## src/rtl/pmc_cfg.svh

```systemverilog
`ifndef PMC_CFG_SVH
`define PMC_CFG_SVH

// command code and byte lanes of the configuration word
`define PMC_CMD_CODE 8'h01
`define PMC_CFG_RESET 16'h0000
`define PMC_LOW_MASK 8'hFF
`define PMC_HIGH_MASK 8'h37

// field positions within the 16-bit word
`define PMC_INTERVAL_HI 7
`define PMC_INTERVAL_LO 6
`define PMC_ITLEN_HI 5
`define PMC_ITLEN_LO 4
`define PMC_PULSES_HI 3
`define PMC_PULSES_LO 2
`define PMC_UNIT_BIT 1
`define PMC_GAIN_BIT 0
`define PMC_SENS_BIT 13
`define PMC_XTALK_BIT 12
`define PMC_DRIVE_HI 10
`define PMC_DRIVE_LO 8

// timing, in its own units
`define PMC_CLK_MHZ 200
`define PMC_INTERVAL0_MS 50
`define PMC_INTERVAL1_MS 100
`define PMC_INTERVAL2_MS 200
`define PMC_INTERVAL3_MS 400
`define PMC_UNIT_SHORT_US 25
`define PMC_UNIT_LONG_US 50

// result width at 1T, unity gain, narrow mode
`define PMC_BASE_BITS 12

`endif

```

## src/rtl/pmc_pkg.sv

```systemverilog
package pmc_pkg;

    // measurement sequencer states
    typedef enum logic [1:0] {
        PMC_WAIT = 2'b00,
        PMC_PULSE = 2'b01,
        PMC_GAP = 2'b10
    } pmc_seq_t;

    // whole state of the repeat timer
    typedef struct packed {
        logic [31:0] count;
        logic tick;
    } pmc_timer_state_t;

    // whole state of the top module
    typedef struct packed {
        logic [15:0] cfg;
        logic [15:0] act;
        pmc_seq_t seq;
        logic [3:0] pulses_left;
        logic [17:0] dur;
        logic emitter_on;
        logic meas_start;
        logic meas_done;
        logic meas_busy;
        logic [4:0] drive_ma;
        logic [15:0] max_count;
        logic [7:0] rdata;
    } pmc_state_t;

endpackage

```

## src/rtl/pmc_timer.sv

```systemverilog
`timescale 1ns/1ps

module pmc_timer (
    // clock and reset
    input wire logic mclk,
    input wire logic reset_n,
    // control
    input wire logic run,
    input wire logic [31:0] load,
    // event
    output logic tick
);

    pmc_pkg::pmc_timer_state_t t;
    pmc_pkg::pmc_timer_state_t next_t;

    // reload on expiry, so a new interval takes effect one period later
    always_comb
    begin
        next_t = t;
        next_t.tick = 1'b0;
        if (!run)
            next_t.count = 32'h00000000;
        else if (t.count == 32'h00000000)
        begin
            next_t.tick = 1'b1;
            next_t.count = load - 32'h00000001;
        end
        else
            next_t.count = t.count - 32'h00000001;
    end

    // counter and tick live in one state register
    always_ff @(posedge mclk or negedge reset_n)
    begin
        if (!reset_n)
            t <= '0;
        else
            t <= next_t;
    end

    // tick comes straight from the register
    assign tick = t.tick;

endmodule

```

## src/rtl/pmc_top.sv

```systemverilog
// How it works
// - bits 7:6 pick the repeat interval; code 2 is 200 ms; reset 0.
// - bits 5:4 set integration length 1, 2, 4 or 8 pulse units.
// - bit 1 picks pulse unit: clear is short unit, set is 50 us.
// - bit 0 picks ADC gain: clear unity, set double.
// - bit 13 picks ADC sensitivity: clear normal, set high.
// - bit 12 turns crosstalk cancellation on; off after reset.
// - bits 10:8 pick laser current 7,9,11,12,15,17,19,20 mA.
// - measurements run only while sensor power enable is set.
// - wide mode scales maximum count from 12 to 16 bits.
`timescale 1ns/1ps
`include "pmc_cfg.svh"

module pmc_top #(
    parameter int unsigned INTERVAL0_CYC = `PMC_INTERVAL0_MS * 1000 * `PMC_CLK_MHZ,
    parameter int unsigned INTERVAL1_CYC = `PMC_INTERVAL1_MS * 1000 * `PMC_CLK_MHZ,
    parameter int unsigned INTERVAL2_CYC = `PMC_INTERVAL2_MS * 1000 * `PMC_CLK_MHZ,
    parameter int unsigned INTERVAL3_CYC = `PMC_INTERVAL3_MS * 1000 * `PMC_CLK_MHZ,
    parameter int unsigned UNIT_SHORT_CYC = `PMC_UNIT_SHORT_US * `PMC_CLK_MHZ,
    parameter int unsigned UNIT_LONG_CYC = `PMC_UNIT_LONG_US * `PMC_CLK_MHZ
) (
    // clock and reset
    input wire logic mclk,
    input wire logic reset_n,
    // command register port
    input wire logic [7:0] reg_cmd,
    input wire logic reg_high,
    input wire logic reg_wr,
    input wire logic [7:0] reg_wdata,
    input wire logic reg_rd,
    output logic [7:0] reg_rdata,
    // bits held in the neighbouring configuration word
    input wire logic sensor_power_en,
    input wire logic wide_range_en,
    // measurement front end
    output logic emitter_on,
    output logic [2:0] emitter_drive_sel,
    output logic [4:0] emitter_drive_ma,
    output logic adc_gain_sel,
    output logic adc_sensitivity_sel,
    output logic crosstalk_cancel_en,
    output logic meas_start,
    output logic meas_done,
    output logic meas_busy,
    output logic [15:0] result_max_count
);

    pmc_pkg::pmc_state_t s;
    pmc_pkg::pmc_state_t next_s;
    logic tick;
    logic [31:0] interval_load;

    // interval code to clock cycles
    function automatic logic [31:0] interval_cycles(input logic [1:0] sel);
        logic [31:0] c;
        unique case (sel)
            2'b00: c = INTERVAL0_CYC[31:0];
            2'b01: c = INTERVAL1_CYC[31:0];
            2'b10: c = INTERVAL2_CYC[31:0];
            2'b11: c = INTERVAL3_CYC[31:0];
        endcase
        return c;
    endfunction

    // cycles of one pulse unit
    function automatic logic [17:0] unit_cycles(input logic long_unit);
        return long_unit ? UNIT_LONG_CYC[17:0] : UNIT_SHORT_CYC[17:0];
    endfunction

    // integration length: unit times 1, 2, 4 or 8
    function automatic logic [17:0] integ_cycles(input logic [15:0] w);
        return unit_cycles(w[`PMC_UNIT_BIT]) << w[`PMC_ITLEN_HI:`PMC_ITLEN_LO];
    endfunction

    // laser current in mA per drive code
    function automatic logic [4:0] drive_ma(input logic [2:0] sel);
        logic [4:0] m;
        unique case (sel)
            3'h0: m = 5'h07;
            3'h1: m = 5'h09;
            3'h2: m = 5'h0B;
            3'h3: m = 5'h0C;
            3'h4: m = 5'h0F;
            3'h5: m = 5'h11;
            3'h6: m = 5'h13;
            3'h7: m = 5'h14;
        endcase
        return m;
    endfunction

    // largest result count; narrow mode stays at the base width
    function automatic logic [15:0] max_count(input logic [15:0] w, input logic wide);
        logic [4:0] bits;
        logic [16:0] full;
        bits = 5'(`PMC_BASE_BITS);
        if (wide)
            bits = bits + 5'(w[`PMC_ITLEN_HI:`PMC_ITLEN_LO]) + 5'(w[`PMC_GAIN_BIT]);
        full = (17'h00001 << bits) - 17'h00001;
        return full[15:0];
    endfunction

    // interval is taken from the live word at each reload
    assign interval_load = interval_cycles(s.cfg[`PMC_INTERVAL_HI:`PMC_INTERVAL_LO]);

    // repeat timer stops while the sensor is shut down
    pmc_timer u_timer (
        .mclk(mclk),
        .reset_n(reset_n),
        .run(sensor_power_en),
        .load(interval_load),
        .tick(tick)
    );

    always_comb
    begin
        next_s = s;
        next_s.meas_start = 1'b0;
        next_s.meas_done = 1'b0;

        // register writes; reserved bits are dropped and read as zero
        if (reg_wr && reg_cmd == `PMC_CMD_CODE)
        begin
            if (reg_high)
                next_s.cfg[15:8] = reg_wdata & `PMC_HIGH_MASK;
            else
                next_s.cfg[7:0] = reg_wdata & `PMC_LOW_MASK;
        end

        // reads of other command codes answer zero
        if (reg_rd)
        begin
            if (reg_cmd == `PMC_CMD_CODE)
                next_s.rdata = reg_high ? s.cfg[15:8] : s.cfg[7:0];
            else
                next_s.rdata = 8'h00;
        end

        // measurement sequencer
        unique case (s.seq)
            pmc_pkg::PMC_WAIT:
            begin
                next_s.emitter_on = 1'b0;
                if (tick && sensor_power_en)
                begin
                    // snapshot so a write mid-measurement waits its turn
                    next_s.act = s.cfg;
                    next_s.drive_ma = drive_ma(s.cfg[`PMC_DRIVE_HI:`PMC_DRIVE_LO]);
                    next_s.max_count = max_count(s.cfg, wide_range_en);
                    next_s.pulses_left = (4'h1 << s.cfg[`PMC_PULSES_HI:`PMC_PULSES_LO])
                        - 4'h1;
                    next_s.dur = integ_cycles(s.cfg) - 18'h00001;
                    next_s.emitter_on = 1'b1;
                    next_s.meas_start = 1'b1;
                    next_s.meas_busy = 1'b1;
                    next_s.seq = pmc_pkg::PMC_PULSE;
                end
            end
            pmc_pkg::PMC_PULSE:
            begin
                if (s.dur != 18'h00000)
                    next_s.dur = s.dur - 18'h00001;
                else if (s.pulses_left == 4'h0)
                begin
                    next_s.emitter_on = 1'b0;
                    next_s.meas_done = 1'b1;
                    next_s.meas_busy = 1'b0;
                    next_s.seq = pmc_pkg::PMC_WAIT;
                end
                else
                begin
                    // one pulse unit dark between pulses
                    next_s.emitter_on = 1'b0;
                    next_s.dur = unit_cycles(s.act[`PMC_UNIT_BIT]) - 18'h00001;
                    next_s.seq = pmc_pkg::PMC_GAP;
                end
            end
            pmc_pkg::PMC_GAP:
            begin
                if (s.dur != 18'h00000)
                    next_s.dur = s.dur - 18'h00001;
                else
                begin
                    next_s.emitter_on = 1'b1;
                    next_s.pulses_left = s.pulses_left - 4'h1;
                    next_s.dur = integ_cycles(s.act) - 18'h00001;
                    next_s.seq = pmc_pkg::PMC_PULSE;
                end
            end
            default:
            begin
                next_s.emitter_on = 1'b0;
                next_s.seq = pmc_pkg::PMC_WAIT;
            end
        endcase

        // shutdown aborts a measurement without a done pulse
        if (!sensor_power_en)
        begin
            next_s.emitter_on = 1'b0;
            next_s.meas_start = 1'b0;
            next_s.meas_busy = 1'b0;
            next_s.seq = pmc_pkg::PMC_WAIT;
        end
    end

    // single state register
    always_ff @(posedge mclk or negedge reset_n)
    begin
        if (!reset_n)
        begin
            s <= '0;
            s.cfg <= `PMC_CFG_RESET;
            s.act <= `PMC_CFG_RESET;
            s.drive_ma <= 5'h07;
            s.max_count <= 16'h0FFF;
            s.seq <= pmc_pkg::PMC_WAIT;
        end
        else
            s <= next_s;
    end

    // outputs come straight from the state register
    assign reg_rdata = s.rdata;
    assign emitter_on = s.emitter_on;
    assign emitter_drive_sel = s.act[`PMC_DRIVE_HI:`PMC_DRIVE_LO];
    assign emitter_drive_ma = s.drive_ma;
    assign adc_gain_sel = s.act[`PMC_GAIN_BIT];
    assign adc_sensitivity_sel = s.act[`PMC_SENS_BIT];
    assign crosstalk_cancel_en = s.act[`PMC_XTALK_BIT];
    assign meas_start = s.meas_start;
    assign meas_done = s.meas_done;
    assign meas_busy = s.meas_busy;
    assign result_max_count = s.max_count;

endmodule

```

## config.mk

```make
export PLATFORM = sky130hd
export DESIGN_NAME = pmc_top
export DESIGN_NICKNAME = d
export VERILOG_FILES = /design/src/rtl/pmc_pkg.sv /design/src/rtl/pmc_timer.sv /design/src/rtl/pmc_top.sv
export VERILOG_INCLUDE_DIRS = /design/src /design/src/rtl
export SDC_FILE = /design/constraint.sdc
export NUM_CORES = 1
export LEC_CHECK = 0
export ABC_AREA = 1
export BUFFER_PORTS_ARGS = -buffer_cell sky130_fd_sc_hd__buf_4
export CORE_UTILIZATION = 60
export DETAILED_ROUTE_END_ITERATION = 8
export GPL_ROUTABILITY_DRIVEN = 0
export PLACE_DENSITY = 0.89
export REMOVE_ABC_BUFFERS = 1
export SLEW_MARGIN = 20
export SYNTH_ARGS = -nofsm -noshare
export SYNTH_HDL_FRONTEND = slang
export SYNTH_SLANG_ARGS = --single-unit
```

## constraint.sdc

```tcl
create_clock -name mclk -period 2.4 [get_ports mclk]
set_input_delay 0.12 -clock mclk [delete_from_list [all_inputs] [get_ports mclk]]
set_output_delay 0.12 -clock mclk [all_outputs]
set_load 0.01 [all_outputs]
```

==> results.sh <==
export IMPL_numCtsBuffers=9
export IMPL_cts_clk_slew_worst_paths_ns=0.08
export IMPL_min_period_ns=2.275
export IMPL_drtPass1Iterations=5
export IMPL_synth_distinct_cells=42
export IMPL_port_buffers=61
export IMPL_crit_top_cell="nand2_1"
export IMPL_place_ws_ns=0.04606
export IMPL_fin_crit_sh_pct=94.80
export IMPL_mappedNetlistArea_um2=6988
export IMPL_status="complete, no violations"
export IMPL_cp_arrival_ns=2.57
export IMPL_die_w_um=109.9
export IMPL_grt_pass1_vias=5855
export IMPL_final_util_pct=68.63
export IMPL_fin_ws_ns=0.1247
export IMPL_grt_max_degree=57
export IMPL_drive_above_1_share_pct=17.02
export IMPL_syn_instance_count=952
export IMPL_cts_tree="yes"
export IMPL_leakage_nw=4.046
export IMPL_num_io_pins=62
export IMPL_overflow=0
export IMPL_clock_sinks=112
export IMPL_relSlewSlack_pct=62.17
export IMPL_dpl_cell_area_um2=7401
export IMPL_mostFrequentLayoutCell="nand2_1"
export IMPL_htree_levels=3
export IMPL_crit_path_end_kind="flop"
export IMPL_finClkSkew_ns=0.009244
export IMPL_ys_ff_latch=112
export IMPL_antenna_cells=0
export IMPL_crit_chain="inv_2, ha_1, or2_2, nand2_1, nand2_2, nor2_1, nand3_1, nor2_4, inv_2, nand2_1, nand2_1, nor2_1"
export IMPL_max_freq_ghz=0.4395
export IMPL_multiInputGateArea_um2=3378
export IMPL_root_buffer="clkbuf_16"
export IMPL_grt_usage_pct=29.38
export IMPL_path_delay_family="simple AND/OR/NAND/NOR gates"
export IMPL_route_detailed_drc=0
export IMPL_crit_buf_inv=2
export IMPL_nets=1041
export IMPL_grt_pass1_wl_um=27310
export IMPL_clockBufferDepth=2
export IMPL_nFillCells=912
export IMPL_worst_slew_pin_slew_ns=0.5659
export IMPL_antenna_found_initial=0
export IMPL_hp_class="input port to flop"
export IMPL_area_delta_synth_final_pct=11.66
export IMPL_final_max_slew_viol_count=0
export IMPL_wire_per_inst_um=14.82
export IMPL_hold_violations=0
export IMPL_initial_core_util_pct=61.46
export IMPL_cp_max_fo=5
export IMPL_clock_latency_ns=0.36
export IMPL_maxCapViolCount=0
export IMPL_worst_ep_required_time_ns=2.69
export IMPL_ir_worst_vdd_uv=1173
export IMPL_mostFrequentLayoutCells="nand2_1, inv_1, nor2_1, dfrtp_1, buf_4"
export IMPL_rows=39
export IMPL_drt_iter0_markers=595
export IMPL_crit_type="flop to flop"
export IMPL_die_h_um=109.9
export IMPL_via_count=6292
export IMPL_fin_area_um2=7802
export IMPL_ant_nets=0
export IMPL_startpoint_type="flop"
export IMPL_power_density_nw_per_um2=1148
export IMPL_yosys_warnings=0
export IMPL_slowest_stage="dfrtp_1"
export IMPL_synth_seq_area_share_pct=40.38
export IMPL_crit_path_max_incr_delay_ns=0.42
export IMPL_dp_cells=1118
export IMPL_finalPower_w=0.008959
export IMPL_die_area_um2=12080
export IMPL_regArea_um2=2823
export IMPL_setup_viol=0
export IMPL_dpl_hpwl_um=12240
export IMPL_core_area_um2=11370
export IMPL_viasPerCell=5.510
export IMPL_layout_cells_non_filler=1142
export IMPL_avgSynthCellArea_um2=7.340
export IMPL_wirelength_um=16920
-- timing repair --
item / 4_1_cts / 5_1_grt
setup endpoints to repair: 0 / 39
hold buffers: 1 / 0
setup buffers: 0 / 6
endpoints found under the hold margin: 21 / 0
gates resized for setup: 0 / 20
-- final timing paths --
path                                                      start                               to  slack [ns]  depth (start not counted)
worst max-delay path                          s[79]$_DFFE_PN0P_          u_timer.t[21]$_DFF_PN0_        0.12                         12
worst min-delay path                               reg_wdata[7]                s[80]$_DFFE_PN0P_       0.002                          3
worst max register to register                s[79]$_DFFE_PN0P_          u_timer.t[21]$_DFF_PN0_        0.12                         12
worst min register to register  result_max_count[4]$_DFFE_PN1P_  result_max_count[4]$_DFFE_PN1P_        0.47                          2
max in group asynchronous                               reset_n  result_max_count[9]$_DFFE_PN1P_        1.40                          3
min in group asynchronous                               reset_n          u_timer.t[13]$_DFF_PN0_        0.21                          2
-- worst min-delay path: stages --
cell	delay (ns)
buf_4	0.08
nor2_1	0.03
a21oi_1	0.10
-- metrics by stage --
stage	TNS [ns]	hold WS, ns
floorplan	0	-0.1756
global placement	0	0.06488
detailed placement	0	0.06849
CTS	0	0.001155
global route	-0.05301	0.01958
finish	0	0.002171
-- cell usage after synthesis, drive strengths merged --
master | count | share of area [%]
conb | 1 | 0.054
inv | 140 | 7.5
ha | 24 | 4.3
nand3b | 2 | 0.21
a21oi | 42 | 3.0
or3 | 1 | 0.090
o22ai | 13 | 1.3
o31ai | 3 | 0.32
a22oi | 7 | 0.75
clkbuf | 14 | 0.75
o211ai | 6 | 0.64
xor2 | 14 | 1.8
o22a | 3 | 0.38
nand3 | 36 | 2.6
nand4 | 10 | 1.1
nor4b | 1 | 0.13
nor3 | 14 | 1.0
dfstp | 15 | 5.6
or2 | 9 | 0.81
o21bai | 2 | 0.21
dfrtp | 97 | 35
o221ai | 1 | 0.13
nand2 | 214 | 12
a31oi | 2 | 0.18
o21a | 3 | 0.32
nor4 | 1 | 0.090
nor2 | 158 | 9.6
and2 | 1 | 0.090
o21ai | 75 | 5.4
xnor2 | 6 | 0.75
buf | 37 | 4.0
-- logic make-up after synthesis --
kind of cell | share of synthesized area (%)
xor gates and xnor gates | 2.507
AOI/OAI and AO/OA | 12.62
and+or+nand+nor | 27.90
buffers and inverters | 12.25
DFF | 40.38
adders and majority gates | 4.297
other | 0.05366
-- layer usage --
metal / global-route usage [%] / share of wire, % / wire length (µm) / up-vias
li1: - / - / - / 3063
met2: 47.37 / 48 / 8060 / 270
met1: 38.55 / 42 / 7155 / 2900
met5: 0 / 0 / 0 / -
met3: 4.446 / 6.4 / 1076 / 59
met4: 14.57 / 3.7 / 627 / 0
-- where the power goes --
part	internal [W]	leakage, nW	switching (W)
Combinational	0.00165	2.49	0.00300
Sequential	0.00246	1.42	0.000374
Clock	0.000722	0.138	0.000749
Total	0.00483	4.05	0.00413
-- state kept, by name (all words and copies together), names as in the netlist --
| signal | cells |
|---|---|
| crosstalk_cancel_en | 1 |
| emitter_on | 1 |
| emitter_drive_ma | 5 |
| u_timer.t | 32 |
| s | 40 |
| adc_sensitivity_sel | 1 |
| emitter_drive_sel | 3 |
| u_timer.tick | 1 |
| result_max_count | 16 |
| meas_done | 1 |
| meas_busy | 1 |
| adc_gain_sel | 1 |
| reg_rdata | 8 |
| meas_start | 1 |
-- cell type report --
type	count	area share (%)
Tap cell	143	2.293
Inverter	140	6.735
Clock inverter	6	0.6254
Clock buffer	10	2.935
Sequential cell	112	36.18
Multi-Input combinational cell	651	43.30
Timing Repair Buffer	80	7.938
(Power assumes the default switching activity.)
